<file path="src/shared/cdoalu_pkg.sv">
// Package: opcodes, widths and condition code layout for the ALU datapath
package cdoalu_pkg;

  // --------------------
  // Widths
  // --------------------
  localparam int unsigned CDOALU_W = 16;
  localparam int unsigned CDOALU_DW = 32;
  localparam int unsigned CDOALU_REGW = 3;
  localparam int unsigned CDOALU_OPW = 7;

  // --------------------
  // Operation codes (octal)
  // --------------------
  localparam logic [6:0] CDOALU_OP_COPY_W = 7'o001;
  localparam logic [6:0] CDOALU_OP_CMP_W = 7'o002;
  localparam logic [6:0] CDOALU_OP_TEST_W = 7'o003;
  localparam logic [6:0] CDOALU_OP_CLR_W = 7'o004;
  localparam logic [6:0] CDOALU_OP_SET_W = 7'o005;
  localparam logic [6:0] CDOALU_OP_ADD_W = 7'o006;
  localparam logic [6:0] CDOALU_OP_COPY_B = 7'o011;
  localparam logic [6:0] CDOALU_OP_CMP_B = 7'o012;
  localparam logic [6:0] CDOALU_OP_TEST_B = 7'o013;
  localparam logic [6:0] CDOALU_OP_CLR_B = 7'o014;
  localparam logic [6:0] CDOALU_OP_SET_B = 7'o015;
  localparam logic [6:0] CDOALU_OP_SUB_W = 7'o016;
  localparam logic [6:0] CDOALU_OP_MUL = 7'o070;
  localparam logic [6:0] CDOALU_OP_DIV = 7'o071;
  localparam logic [6:0] CDOALU_OP_SHIFT = 7'o072;
  localparam logic [6:0] CDOALU_OP_SHIFT2 = 7'o073;
  localparam logic [6:0] CDOALU_OP_XOR = 7'o074;

  // --------------------
  // Condition code bit positions and reset values
  // --------------------
  localparam int unsigned CDOALU_CC_N = 3;
  localparam int unsigned CDOALU_CC_Z = 2;
  localparam int unsigned CDOALU_CC_V = 1;
  localparam int unsigned CDOALU_CC_C = 0;
  localparam logic [3:0] CDOALU_CC_RST = 4'h0;
  localparam logic [15:0] CDOALU_WORD_RST = 16'h0000;

  // --------------------
  // Divider timing: one quotient bit per cycle
  // --------------------
  localparam logic [5:0] CDOALU_DIV_STEPS = 6'h20;

  // Controller states
  typedef enum logic [2:0] {
    CDOALU_IDLE = 3'b001,
    CDOALU_DIVW = 3'b010,
    CDOALU_DONE = 3'b100
  } cdoalu_state_t;

endpackage : cdoalu_pkg

</file>
<file path="src/verilog/cdoalu_core.sv">
// Compatibility-mode double-operand execution datapath
`timescale 1ns/1ps

// Contract
// - Copy writes source, sets N Z from it, clears V, keeps C.
// - Byte copy into a register sign-extends bit seven into the top byte.
// - Add stores dst plus src; C is carry out, V signed overflow.
// - Subtract stores dst minus src; C is borrow, V per source sign.
// - Compare forms first minus second, flags only, borrow and overflow.
// - Multiply gives 32-bit product, high half to register, low to partner.
// - Multiply N Z from full product, V clear, C if beyond 16 bits.
// - Multiply naming odd register stores only the low 16 bits there.
// - Divide 32-bit pair; quotient to register, remainder with dividend sign.
// - Zero divisor writes nothing and sets both V and C.
// - Quotient beyond 16 signed bits sets V, C clear, results undefined.
// - Divide with odd or stack register gives undefined results.
// - Exclusive-or stores register xor dst, N Z set, V clear, C kept.
// - Bit set stores dst or src, N Z set, V clear, C kept.
// - Bit clear stores dst and not src, N Z set, V clear, C kept.
// - Bit test ands operands, flags only, V clear, C kept.
// - Shift count is low six source bits, signed, negative means right.
// - Right shift replicates sign, left fills zero, C is last bit out.
// - Left shift sets V if any bit through sign differs from original.
// - Zero count keeps operand, N Z from it, V and C cleared.
// - Paired shift treats register and partner as one 32-bit value.
module cdoalu_core (
  // Clock and reset
  input wire logic clk_in,
  input wire logic rst_in,
  // Request from decode
  input wire logic start_in,
  input wire logic [cdoalu_pkg::CDOALU_OPW-1:0] op_in,
  input wire logic [cdoalu_pkg::CDOALU_REGW-1:0] reg_idx_in,
  input wire logic dst_is_reg_in,
  input wire logic [cdoalu_pkg::CDOALU_W-1:0] src_in,
  input wire logic [cdoalu_pkg::CDOALU_W-1:0] dst_in,
  input wire logic [cdoalu_pkg::CDOALU_W-1:0] reg_val_in,
  input wire logic [cdoalu_pkg::CDOALU_W-1:0] pair_val_in,
  input wire logic [3:0] cc_in,
  // Answer to write-back
  output logic busy_out,
  output logic done_out,
  output logic wr_dst_out,
  output logic [cdoalu_pkg::CDOALU_W-1:0] dst_res_out,
  output logic wr_reg_out,
  output logic [cdoalu_pkg::CDOALU_REGW-1:0] reg_idx_out,
  output logic [cdoalu_pkg::CDOALU_W-1:0] reg_res_out,
  output logic wr_pair_out,
  output logic [cdoalu_pkg::CDOALU_REGW-1:0] pair_idx_out,
  output logic [cdoalu_pkg::CDOALU_W-1:0] pair_res_out,
  output logic [3:0] cc_out
);
  import cdoalu_pkg::*;

  // --------------------
  // Declarations
  // --------------------
  cdoalu_state_t st_q, st_d;
  logic [6:0] op_q, op_d;
  logic [2:0] idx_q, idx_d;
  logic [3:0] ccin_q, ccin_d;
  logic [15:0] divsr_q, divsr_d;
  logic wr_dst_q, wr_dst_d;
  logic wr_reg_q, wr_reg_d;
  logic wr_pair_q, wr_pair_d;
  logic done_q, done_d;
  logic [15:0] dres_q, dres_d;
  logic [15:0] rres_q, rres_d;
  logic [15:0] pres_q, pres_d;
  logic [2:0] ridx_q, ridx_d;
  logic [2:0] pidx_q, pidx_d;
  logic [3:0] cc_q, cc_d;
  logic [2:0] pidx;
  logic [31:0] pair_word;
  logic [31:0] prod;
  logic [31:0] sh_val;
  logic [31:0] sh_res;
  logic [16:0] sum;
  logic [16:0] diff;
  logic [16:0] cdiff;
  logic byte_op;
  logic sh_c;
  logic sh_v;
  logic sh_pair;
  logic div_start;
  logic div_done;
  logic [31:0] quot;
  logic [31:0] rem;
  logic [15:0] a;
  logic [15:0] b;
  logic [15:0] r;

  assign pidx = reg_idx_in | 3'h1;
  assign pair_word = {reg_val_in, pair_val_in};
  assign sh_pair = (op_in == CDOALU_OP_SHIFT2);
  assign sh_val = sh_pair ? pair_word : {16'h0000, reg_val_in};
  assign prod = 32'($signed(reg_val_in) * $signed(src_in));
  assign byte_op = op_in[3] && (op_in[6:4] == 3'h0) && (op_in != 7'o016);
  assign div_start = start_in && (st_q == CDOALU_IDLE) &&
                     (op_in == CDOALU_OP_DIV) && (src_in != 16'h0000);

  // --------------------
  // Helper units
  // --------------------
  cdoalu_shift u_shift (
    .val_in(sh_val),
    .count_in(src_in[5:0]),
    .pair_in(sh_pair),
    .res_out(sh_res),
    .carry_out(sh_c),
    .ovf_out(sh_v)
  );

  cdoalu_div u_div (
    .clk_in(clk_in),
    .rst_in(rst_in),
    .start_in(div_start),
    .dividend_in(pair_word),
    .divisor_in(src_in),
    .done_out(div_done),
    .quot_out(quot),
    .rem_out(rem)
  );

  // --------------------
  // Next-state and result logic
  // --------------------
  // Single-cycle ops and zero-divisor divide answer the cycle after start; other divides wait on the divider
  always_comb begin
    st_d = st_q;
    op_d = op_q;
    idx_d = idx_q;
    ccin_d = ccin_q;
    divsr_d = divsr_q;
    done_d = 1'b0;
    wr_dst_d = 1'b0;
    wr_reg_d = 1'b0;
    wr_pair_d = 1'b0;
    dres_d = dres_q;
    rres_d = rres_q;
    pres_d = pres_q;
    ridx_d = ridx_q;
    pidx_d = pidx_q;
    cc_d = cc_q;
    a = 16'h0000;
    b = 16'h0000;
    r = 16'h0000;
    sum = 17'h0;
    diff = 17'h0;
    cdiff = 17'h0;
    unique case (st_q)
      CDOALU_IDLE: begin
        if (start_in) begin
          ridx_d = reg_idx_in;
          pidx_d = pidx;
          // Byte operands take the low byte, sign at bit seven
          a = byte_op ? {8'h00, src_in[7:0]} : src_in;
          b = byte_op ? {8'h00, dst_in[7:0]} : dst_in;
          sum = {1'b0, b} + {1'b0, a};
          diff = {1'b0, b} - {1'b0, a};
          cdiff = {1'b0, a} - {1'b0, b};
          done_d = 1'b1;
          cc_d = cc_in;
          cc_d[CDOALU_CC_V] = 1'b0;
          unique case (op_in)
            CDOALU_OP_COPY_W, CDOALU_OP_COPY_B: begin
              r = a;
              wr_dst_d = 1'b1;
              dres_d = r;
              if (byte_op && dst_is_reg_in) begin
                dres_d = {{8{src_in[7]}}, src_in[7:0]};
              end else if (byte_op) begin
                dres_d = {dst_in[15:8], src_in[7:0]};
              end
            end
            CDOALU_OP_ADD_W: begin
              r = sum[15:0];
              wr_dst_d = 1'b1;
              dres_d = r;
              cc_d[CDOALU_CC_C] = sum[16];
              cc_d[CDOALU_CC_V] = (a[15] == b[15]) && (r[15] != a[15]);
            end
            CDOALU_OP_SUB_W: begin
              r = diff[15:0];
              wr_dst_d = 1'b1;
              dres_d = r;
              cc_d[CDOALU_CC_C] = diff[16];
              cc_d[CDOALU_CC_V] = (a[15] != b[15]) && (r[15] == a[15]);
            end
            CDOALU_OP_CMP_W, CDOALU_OP_CMP_B: begin
              // First operand arrives on src_in, second on dst_in
              r = byte_op ? {8'h00, cdiff[7:0]} : cdiff[15:0];
              cc_d[CDOALU_CC_C] = byte_op ? cdiff[8] : cdiff[16];
              cc_d[CDOALU_CC_V] = byte_op ?
                ((a[7] != b[7]) && (r[7] == b[7])) :
                ((a[15] != b[15]) && (r[15] == b[15]));
            end
            CDOALU_OP_SET_W, CDOALU_OP_SET_B: begin
              r = b | a;
              wr_dst_d = 1'b1;
              dres_d = byte_op ? {dst_in[15:8], r[7:0]} : r;
            end
            CDOALU_OP_CLR_W, CDOALU_OP_CLR_B: begin
              r = b & ~a;
              wr_dst_d = 1'b1;
              dres_d = byte_op ? {dst_in[15:8], r[7:0]} : r;
            end
            CDOALU_OP_TEST_W, CDOALU_OP_TEST_B: begin
              r = b & a;
            end
            CDOALU_OP_XOR: begin
              r = reg_val_in ^ dst_in;
              wr_dst_d = 1'b1;
              dres_d = r;
            end
            CDOALU_OP_MUL: begin
              // Odd index: pair index equals it, so the low half lands there
              wr_reg_d = !reg_idx_in[0];
              rres_d = prod[31:16];
              wr_pair_d = 1'b1;
              pres_d = prod[15:0];
              cc_d[CDOALU_CC_N] = prod[31];
              cc_d[CDOALU_CC_Z] = (prod == 32'h0);
              cc_d[CDOALU_CC_C] = (prod[31:15] != {17{prod[31]}});
            end
            CDOALU_OP_SHIFT, CDOALU_OP_SHIFT2: begin
              wr_reg_d = 1'b1;
              rres_d = sh_pair ? sh_res[31:16] : sh_res[15:0];
              wr_pair_d = sh_pair;
              pres_d = sh_res[15:0];
              cc_d[CDOALU_CC_N] = sh_pair ? sh_res[31] : sh_res[15];
              cc_d[CDOALU_CC_Z] = sh_pair ? (sh_res == 32'h0) :
                                  (sh_res[15:0] == 16'h0000);
              cc_d[CDOALU_CC_V] = sh_v;
              cc_d[CDOALU_CC_C] = sh_c;
            end
            CDOALU_OP_DIV: begin
              // Odd or stack register destinations are left to the caller
              if (src_in == 16'h0000) begin
                cc_d[CDOALU_CC_V] = 1'b1;
                cc_d[CDOALU_CC_C] = 1'b1;
              end else begin
                done_d = 1'b0;
                st_d = CDOALU_DIVW;
              end
            end
            default: begin
              // Unknown code answers with flags untouched, except octal 007, which gets N clear and Z set
              cc_d = cc_in;
            end
          endcase
          // Logic and copy flags follow the operand width
          if (op_in[5:0] <= 6'o16 && op_in[6] == 1'b0 &&
              op_in != CDOALU_OP_ADD_W && op_in != CDOALU_OP_SUB_W &&
              op_in[2:0] != 3'h0) begin
            cc_d[CDOALU_CC_N] = byte_op ? r[7] : r[15];
            cc_d[CDOALU_CC_Z] = byte_op ? (r[7:0] == 8'h00) :
                                (r == 16'h0000);
          end else if (op_in == CDOALU_OP_ADD_W ||
                       op_in == CDOALU_OP_SUB_W ||
                       op_in == CDOALU_OP_XOR) begin
            cc_d[CDOALU_CC_N] = r[15];
            cc_d[CDOALU_CC_Z] = (r == 16'h0000);
          end
          ccin_d = cc_in;
          op_d = op_in;
          idx_d = reg_idx_in;
          divsr_d = src_in;
        end
      end
      CDOALU_DIVW: begin
        if (div_done) begin
          st_d = CDOALU_DONE;
          done_d = 1'b1;
          rres_d = quot[15:0];
          pres_d = rem[15:0];
          wr_reg_d = 1'b1;
          wr_pair_d = 1'b1;
          cc_d = ccin_q;
          cc_d[CDOALU_CC_N] = quot[15];
          cc_d[CDOALU_CC_Z] = (quot[15:0] == 16'h0000);
          cc_d[CDOALU_CC_V] = (quot[31:15] != {17{quot[31]}});
          cc_d[CDOALU_CC_C] = 1'b0;
        end
      end
      CDOALU_DONE: begin
        st_d = CDOALU_IDLE;
      end
      default: begin
        st_d = CDOALU_IDLE;
      end
    endcase
  end

  // --------------------
  // State and output registers
  // --------------------
  always_ff @(posedge clk_in or posedge rst_in) begin
    if (rst_in) begin
      st_q <= CDOALU_IDLE;
      op_q <= 7'h00;
      idx_q <= 3'h0;
      ccin_q <= CDOALU_CC_RST;
      divsr_q <= CDOALU_WORD_RST;
      done_q <= 1'b0;
      wr_dst_q <= 1'b0;
      wr_reg_q <= 1'b0;
      wr_pair_q <= 1'b0;
      dres_q <= CDOALU_WORD_RST;
      rres_q <= CDOALU_WORD_RST;
      pres_q <= CDOALU_WORD_RST;
      ridx_q <= 3'h0;
      pidx_q <= 3'h0;
      cc_q <= CDOALU_CC_RST;
    end else begin
      st_q <= st_d;
      op_q <= op_d;
      idx_q <= idx_d;
      ccin_q <= ccin_d;
      divsr_q <= divsr_d;
      done_q <= done_d;
      wr_dst_q <= wr_dst_d;
      wr_reg_q <= wr_reg_d;
      wr_pair_q <= wr_pair_d;
      dres_q <= dres_d;
      rres_q <= rres_d;
      pres_q <= pres_d;
      ridx_q <= ridx_d;
      pidx_q <= pidx_d;
      cc_q <= cc_d;
    end
  end

  // Busy covers the divide wait; a one-hot code keeps it a single flop read
  assign busy_out = st_q[1];
  assign done_out = done_q;
  assign wr_dst_out = wr_dst_q;
  assign dst_res_out = dres_q;
  assign wr_reg_out = wr_reg_q;
  assign reg_idx_out = ridx_q;
  assign reg_res_out = rres_q;
  assign wr_pair_out = wr_pair_q;
  assign pair_idx_out = pidx_q;
  assign pair_res_out = pres_q;
  assign cc_out = cc_q;

endmodule : cdoalu_core

</file>
<file path="src/verilog/cdoalu_div.sv">
// Sequential signed restoring divider, one quotient bit per clock
`timescale 1ns/1ps
module cdoalu_div (
  // Clock and reset
  input wire logic clk_in,
  input wire logic rst_in,
  // Request
  input wire logic start_in,
  input wire logic [31:0] dividend_in,
  input wire logic [15:0] divisor_in,
  // Answer
  output logic done_out,
  output logic [31:0] quot_out,
  output logic [31:0] rem_out
);
  import cdoalu_pkg::*;

  // --------------------
  // Iteration state
  // --------------------
  logic [31:0] q_q, q_d;
  logic [32:0] r_q, r_d;
  logic [31:0] dv_q, dv_d;
  logic [5:0] cnt_q, cnt_d;
  logic nq_q, nq_d, nr_q, nr_d, busy_q, busy_d, done_q, done_d;
  logic [32:0] trial;

  // Magnitudes divided, signs restored at the end (remainder takes dividend)
  always_comb begin
    q_d = q_q;
    r_d = r_q;
    dv_d = dv_q;
    cnt_d = cnt_q;
    nq_d = nq_q;
    nr_d = nr_q;
    busy_d = busy_q;
    done_d = 1'b0;
    trial = {r_q[31:0], q_q[31]} - {1'b0, dv_q};
    if (start_in && !busy_q) begin
      q_d = dividend_in[31] ? 32'(-dividend_in) : dividend_in;
      dv_d = divisor_in[15] ? 32'(-{{16{divisor_in[15]}}, divisor_in})
                            : {16'h0000, divisor_in};
      r_d = 33'h0;
      nr_d = dividend_in[31];
      nq_d = dividend_in[31] ^ divisor_in[15];
      cnt_d = CDOALU_DIV_STEPS;
      busy_d = 1'b1;
    end else if (busy_q) begin
      if (trial[32]) begin
        r_d = {r_q[31:0], q_q[31]};
        q_d = {q_q[30:0], 1'b0};
      end else begin
        r_d = trial;
        q_d = {q_q[30:0], 1'b1};
      end
      cnt_d = cnt_q - 6'h01;
      if (cnt_q == 6'h01) begin
        busy_d = 1'b0;
        done_d = 1'b1;
      end
    end
  end

  // Register the iteration state
  always_ff @(posedge clk_in or posedge rst_in) begin
    if (rst_in) begin
      q_q <= 32'h0;
      r_q <= 33'h0;
      dv_q <= 32'h0;
      cnt_q <= 6'h00;
      nq_q <= 1'b0;
      nr_q <= 1'b0;
      busy_q <= 1'b0;
      done_q <= 1'b0;
    end else begin
      q_q <= q_d;
      r_q <= r_d;
      dv_q <= dv_d;
      cnt_q <= cnt_d;
      nq_q <= nq_d;
      nr_q <= nr_d;
      busy_q <= busy_d;
      done_q <= done_d;
    end
  end

  assign done_out = done_q;
  assign quot_out = nq_q ? 32'(-q_q) : q_q;
  assign rem_out = nr_q ? 32'(-r_q[31:0]) : r_q[31:0];

endmodule : cdoalu_div

</file>
<file path="src/verilog/cdoalu_shift.sv">
// Combinational arithmetic shifter for single and paired register shifts
`timescale 1ns/1ps
module cdoalu_shift (
  // Operands
  input wire logic [31:0] val_in,
  input wire logic [5:0] count_in,
  input wire logic pair_in,
  // Results
  output logic [31:0] res_out,
  output logic carry_out,
  output logic ovf_out
);
  import cdoalu_pkg::*;

  // --------------------
  // Shift datapath
  // --------------------
  logic [63:0] ext;
  logic [63:0] wide;
  logic [5:0] mag;
  logic sgn;
  int unsigned top;

  // Work in a 64-bit field so counts of 32 still yield the last bit out
  always_comb begin
    top = pair_in ? 31 : 15;
    sgn = val_in[top];
    ext = pair_in ? {{32{val_in[31]}}, val_in} :
                    {{48{val_in[15]}}, val_in[15:0]};
    mag = count_in[5] ? 6'(-count_in) : count_in;
    wide = 64'h0;
    carry_out = 1'b0;
    ovf_out = 1'b0;
    res_out = 32'h0;
    if (count_in == 6'h00) begin
      res_out = val_in;
    end else if (count_in[5]) begin
      // Right: sign fills from the top
      wide = $signed(ext) >>> mag;
      carry_out = ext[mag - 6'h01];
      res_out = pair_in ? wide[31:0] : {16'h0000, wide[15:0]};
    end else begin
      wide = ext << mag;
      carry_out = wide[top + 1];
      res_out = pair_in ? wide[31:0] : {16'h0000, wide[15:0]};
      // Any bit passing through the sign slot that differs trips overflow
      for (int i = 0; i <= 31; i++) begin
        if ((i <= int'(mag)) && (i <= int'(top)) &&
            (val_in[top - i] != sgn)) begin
          ovf_out = 1'b1;
        end
      end
    end
  end

endmodule : cdoalu_shift
</file>
<file path="config.mk">
export PLATFORM = sky130hd
export DESIGN_NAME = cdoalu_core
export DESIGN_NICKNAME = d
export VERILOG_FILES = /design/src/shared/cdoalu_pkg.sv /design/src/verilog/cdoalu_core.sv /design/src/verilog/cdoalu_div.sv /design/src/verilog/cdoalu_shift.sv
export SDC_FILE = /design/constraint.sdc
export NUM_CORES = 2
export LEC_CHECK = 0
export BUFFER_PORTS_ARGS = -buffer_cell sky130_fd_sc_hd__buf_2
export CAP_MARGIN = 20
export CORE_ASPECT_RATIO = 1.2
export CORE_UTILIZATION = 32
export DETAILED_ROUTE_END_ITERATION = 7
export MAX_ROUTING_LAYER = met4
export PLACE_DENSITY_LB_ADDON = 0.2
export SYNTH_ARGS = -nofsm -noshare
export SYNTH_HDL_FRONTEND = slang
export SYNTH_SLANG_ARGS = --single-unit
</file>
<file path="constraint.sdc">
create_clock -name clk_in -period 7.2 [get_ports clk_in]
set_input_delay 1.44 -clock clk_in [delete_from_list [all_inputs] [get_ports clk_in]]
set_output_delay 1.44 -clock clk_in [all_outputs]
set_load 0.02 [all_outputs]
</file>
Word level (Yosys, flattened, before mapping)
Cells that the tools add are included.
{ "totals": {"reg_bits": 171, "output_inout_bits": 63, "elab_cells": 527} }
{ "op_classes": {"add_sub_neg": 43, "multipliers": 1, "order_cmp": 97, "eq_ne": 67, "n_shift": 2, "mux": 183, "bitwise": 7, "n_reduce_logical": 108} }
{ "op_table": {"columns": ["cell", "n"], "rows": [
  ["32-bit by 6-bit less-than comparator with 1-bit output (second input constant)", 32],
  ["6-bit by 32-bit <= comparator with 1-bit output (first input constant)", 16],
  ["32-bit by 5-bit subtractor with 32-bit output (second input constant)", 16],
  ["32-bit 2-to-1 mux", 13],
  ["5-bit by 32-bit <= comparator with 1-bit output (first input constant)", 8],
  ["32-bit by 4-bit subtractor with 32-bit output (second input constant)", 8],
  ["16-bit 2-to-1 mux", 15],
  ["1-bit binary-select mux with 5-bit select", 32],
  ["4-bit by 32-bit <= comparator with 1-bit output (first input constant)", 4],
  ["16-bit one-hot mux with 2 select lines", 4],
  ["16-bit one-hot mux with 8 select lines", 1],
  ["32-bit by 3-bit subtractor with 32-bit output (second input constant)", 4],
  ["5-bit by 6-bit <= comparator with 1-bit output (first input constant)", 16],
  ["32-bit negator", 3],
  ["16-bit one-hot mux with 6 select lines", 1],
  ["1-bit 2-to-1 mux", 91],
  ["1-bit logical AND", 77],
  ["3-bit by 32-bit <= comparator with 1-bit output (first input constant)", 2],
  ["16-bit zero test", 4],
  ["32-bit zero test", 2],
  ["64-bit 2-to-1 mux", 1],
  ["64-bit by 6-bit << shifter with 64-bit output", 1],
  ["64-bit by 6-bit >>> shifter with 32-bit output", 1],
  ["32-bit by 2-bit subtractor with 32-bit output (second input constant)", 2],
  ["other kinds (65)", 154]
]} }

Logic depth before layout (Yosys ltp)
{ "logic_depth": {"ltp_word": 43, "ltp_mapped": 38} }

Cells and area by module
A second synthesis with hierarchy kept.
{ "hier_totals": {"hier_cells": 4147, "hier_area_um2": 32107.0} }
{ "modules_own_cells": {"columns": ["module", "instances", "cells_per_inst", "area_each_um2", "seq_area_each_um2"], "rows": [
  ["cdoalu_core", 1, 2259, 18123.6, 1577.8],
  ["cdoalu_div", 1, 1051, 8434.3, 2652.5],
  ["cdoalu_shift", 1, 837, 5549.1, 0.0]
]} }

Least setup slack after synthesis
No wires, ideal clock.
{ "synth_path": {"path_kind": "input to register", "from": "in reg_val_in[15] (netlist name)", "to": "reg cc_q[2], in the netlist cc_out[2]", "arrival_time_ns": 10.179, "t_required_ns": 7.123, "path_slack_ns": -3.056, "cell_stages": 34, "path_cell_list": "clkbuf_1 > clkbuf_1 > clkbuf_1 > clkbuf_1 > clkbuf_1 > clkbuf_1 > nand2_1 > inv_1 > fa_1 > fa_1 > inv_1 > fa_1 > inv_1 > fa_1 > fa_1 > fa_1 > ha_1 > a21o_1 > a21o_1 > a2111oi_0 > o31ai_1 > o21ai_0 > nand2b_1 > xnor2_1 > ha_1 > nand4_1 > nor4_1 > nand4_1 > nor3_1 > nand4_1 > or3_1 > nor3_1 > a211oi_1 > a21oi_1"} }
{ "synth_via": {"elab_chain_cells": 13, "elab_cells_between_ends": 24} }
{ "synth_lines": {"columns": ["item", "line_no", "text"], "rows": [
  ["from (decl)", "cdoalu_core.sv:37", "input wire logic [cdoalu_pkg::CDOALU_W-1:0] reg_val_in,"],
  ["branches (longest 10 deep; another with 16-bit by 16-bit multiplier with 32-bit output)", null, null],
  ["2-bit 2-to-1 mux (*)", "cdoalu_core.sv:253", "if (op_in[5:0] <= 6'o16 && op_in[6] == 1'b0 &&"],
  ["4-bit 2-to-1 mux (*)", "cdoalu_core.sv:153", "if (start_in) begin"],
  ["4-bit one-hot mux with 2 select lines (*)", "cdoalu_core.sv:151", "unique case (st_q)"],
  ["to (signal assigned)", "cdoalu_core.sv:314", "cc_q <= CDOALU_CC_RST;"],
  ["to (signal assigned)", "cdoalu_core.sv:330", "cc_q <= cc_d;"],
  ["to (decl)", "cdoalu_core.sv:72", "logic [3:0] cc_q, cc_d;"]
]} }
Every way passes the cells marked *. The select of a mux whose other input is x is not followed.
A chain may end at the register's enable or synchronous reset.

Worst setup path in the final report
Ends and elaborated chain as after synthesis.

==> results.sh <==
export IMPL_start_util=0.324
export IMPL_worstRegToRegCells=16
export IMPL_area_delta_synth_final_pct=20.5
export IMPL_fin_crit_sh=1.10
export IMPL_violations="setup timing"
export IMPL_final_common_cell="nand2_1"
export IMPL_crit_required_ns=7.64
export IMPL_whs_ns=0.462
export IMPL_num_vias=35000
export IMPL_grt_overflow=0
export IMPL_vias_per_cell=5.91
export IMPL_drive_gt1_frac=0.183
export IMPL_cp_end_kind="register"
export IMPL_crit_arrival_ns=8.34
export IMPL_wl_per_cell_um=28.1
export IMPL_worstMarginPinSlew_ns=1.43
export IMPL_netlist_area_um2=32400
export IMPL_setup_worst_path_start_class="input port"
export IMPL_num_rows=127
export IMPL_synth_edf_count=0
export IMPL_synth_seq_cells=169
export IMPL_dp_hpwl_um=131000
export IMPL_htree_levels=4
export IMPL_die_area_um2=103000
export IMPL_worstHoldEndpoint="pair_idx_out[0]"
export IMPL_drt_first_iter_violations=4108
export IMPL_min_path_cells=1
export IMPL_async_flop_share=1.00
export IMPL_synth_cell_types=95
export IMPL_cpPeakStageDelay_ns=0.59
export IMPL_status="complete, but fails checks"
export IMPL_root_buffer="clkbuf_16"
export IMPL_drv_slew=0
export IMPL_track_usage=0.327
export IMPL_mappedNetlistNets=4810
export IMPL_instances_no_fill=5920
export IMPL_crit_top_cell="fa_1"
export IMPL_grt_antenna_before_repair=10
export IMPL_syn_area_per_cell_um2=7.60
export IMPL_ctsHoldBuffers=0
export IMPL_hold_violations=0
export IMPL_drt_total_wl_um=166000
export IMPL_clockBufferDepth=3
export IMPL_tritoncts="yes"
export IMPL_regToRegStartpoint="u_div.q_q[31]"
export IMPL_gp_congestion=1.13
export IMPL_slew_headroom=0.0381
export IMPL_most_common_layout_cells="539 x nand2_1, 411 x buf_4, 373 x inv_1, 287 x nor2_1, 254 x fa_1"
export IMPL_rsz0062_at_grt="true"
export IMPL_fmax_ghz=0.127
export IMPL_fin_worst_skew_ns=0.0206
export IMPL_critPathSlowestCell="fa_1"
export IMPL_design_portCount=145
export IMPL_hold_start="pair_idx_out[0]"
export IMPL_path_clk_slew_ns=0.08
export IMPL_die_y_um=351
export IMPL_finalNetCount=5094
export IMPL_grt_pass1_vias=33700
export IMPL_drc=0
export IMPL_rr_endpoint="u_div.r_q[10]"
export IMPL_setup_viol=3
export IMPL_die_x_um=293
export IMPL_cts_buffers_inserted=25
export IMPL_period_minus_slack_ns=7.89
export IMPL_critPathKind="input port to register"
export IMPL_clock_sinks=169
export IMPL_grt_max_degree=110
export IMPL_worstSkewPairLatency_ns=0.52
export IMPL_hp_class="register to register"
export IMPL_finalSetupTns_ns=-1.06
export IMPL_drtPass1Iterations=6
export IMPL_design_core_area_um2=100000
export IMPL_grt_pass1_wl_um=239000
export IMPL_fill_cells=10500
export IMPL_port_buffers=144
export IMPL_dp_cells=5841
export IMPL_ant_nets=0
export IMPL_yosysWarnings=0
export IMPL_synth_ff_type="dfrtp_1"
export IMPL_finalWorstSetupSlack_ns=-0.690
export IMPL_yosysSeqAreaShare=0.130
export IMPL_critPathMaxFanout=8
export IMPL_max_cap_violations=0
export IMPL_r2r_setup_slack_ns=1.55
export IMPL_syn_inst=4269
worst max-delay path by stage:
stage	from	endpoint	slack, ns	depth (start not counted)
final	reg_val_in[15]	cc_out[2]	-0.69	30
after global routing	reg_val_in[15]	cc_out[2]	-1.01	34
after CTS	reg_val_in[15]	cc_out[2]	-0.67	29
after detailed placement	src_in[6]	cc_out[2]	-1.74	28
after global placement	reg_val_in[8]	cc_out[2]	-1.67	32
after floorplan	reg_val_in[15]	cc_out[2]	-1.62	32
per-stage QoR:
| step | utilization | worst slack [ns] | cell area (um2) |
|---|---|---|---|
| 2_1_floorplan | - | -1.62 | 32800 |
| 3_3_place_gp | 0.371 | -1.67 | 37200 |
| 3_5_place_dp | 0.371 | -1.74 | 37200 |
| 4_1_cts | 0.384 | -0.668 | 38500 |
| 5_1_grt | 0.390 | -1.01 | 39100 |
| 6_report | 0.390 | -0.690 | 39100 |
cell families (layout without fill, tap and decap cells):
group | count (synthesis) | after routing | synth area share
multiplexers | 156 | 156 | 0.0577
AND/OR/NAND/NOR | 1431 | 1431 | 0.206
buffers and inverters | 730 | 1019 | 0.0855
adder cells (fa/ha/maj) | 460 | 460 | 0.239
XOR/XNOR | 194 | 194 | 0.0528
AO/OA/AOI/OAI | 1129 | 1129 | 0.228
other | 0 | 8 | 0
flip-flops | 169 | 169 | 0.130
cell usage after synthesis, drive strengths merged, types with 95 or more instances:
cell type / number / area [um2]
fa: 266 / 5330
nand3: 140 / 701
nor2: 294 / 1110
ha: 193 / 2410
nand2: 548 / 2060
inv: 392 / 1470
o211ai: 95 / 713
a21oi: 255 / 1280
mux2i: 115 / 1150
dfrtp: 168 / 4200
xnor2: 129 / 1130
clkbuf: 281 / 1060
o21ai: 261 / 1310
what timing repair did:
| action | in CTS | in global routing |
|---|---|---|
| setup endpoints to repair | 16 | 16 |
| resized for setup | 105 | 95 |
| cloned | 0 | 1 |
| setup buffers | 20 | 25 |
| pin swaps | 71 | 52 |
| endpoints found under the hold margin | 0 | 0 |
sequential cells by signal, summed over array words and instances (netlist names), 4 cells and up:
name / flops
reg_res_out: 16
u_div.dv_q: 32
dst_res_out: 16
u_div.r_q: 32
u_div.q_q: 32
u_div.cnt_q: 6
cc_out: 4
pair_res_out: 16
worst max-delay path: cells and delay by family:
| family | cells | cell delay, ns |
|---|---|---|
| AO/OA/AOI/OAI | 7 | 0.94 |
| XOR/XNOR | 1 | 0.24 |
| adder cells (fa/ha/maj) | 8 | 3.66 |
| buffers and inverters | 4 | 0.39 |
| AND/OR/NAND/NOR | 10 | 1.62 |
layout make-up:
| type | count | area, um2 | share of cell area |
|---|---|---|---|
| multi-input combinational | 3370 | 26300 | 0.673 |
| timing repair buffer | 592 | 4640 | 0.119 |
| sequential | 169 | 4230 | 0.108 |
| tap | 1354 | 1690 | 0.0433 |
| inverter | 395 | 1500 | 0.0385 |
| clock buffer | 28 | 657 | 0.0168 |
| clock inverter | 4 | 25.0 | 0.000640 |
| antenna | 8 | 20.0 | 0.000512 |
per-layer routing:
| layer | track usage | vias up | wire [um] |
|---|---|---|---|
| li1 | - | 15500 | - |
| met1 | 0.416 | 17300 | 68600 |
| met2 | 0.491 | 1778 | 72400 |
| met3 | 0.0375 | 488 | 11800 |
| met4 | 0.210 | 0 | 13500 |
| met5 | - | - | 0 |
Power is not shown: default switching activity piles up to over one toggle a cycle in this logic, so the estimate is an artifact.
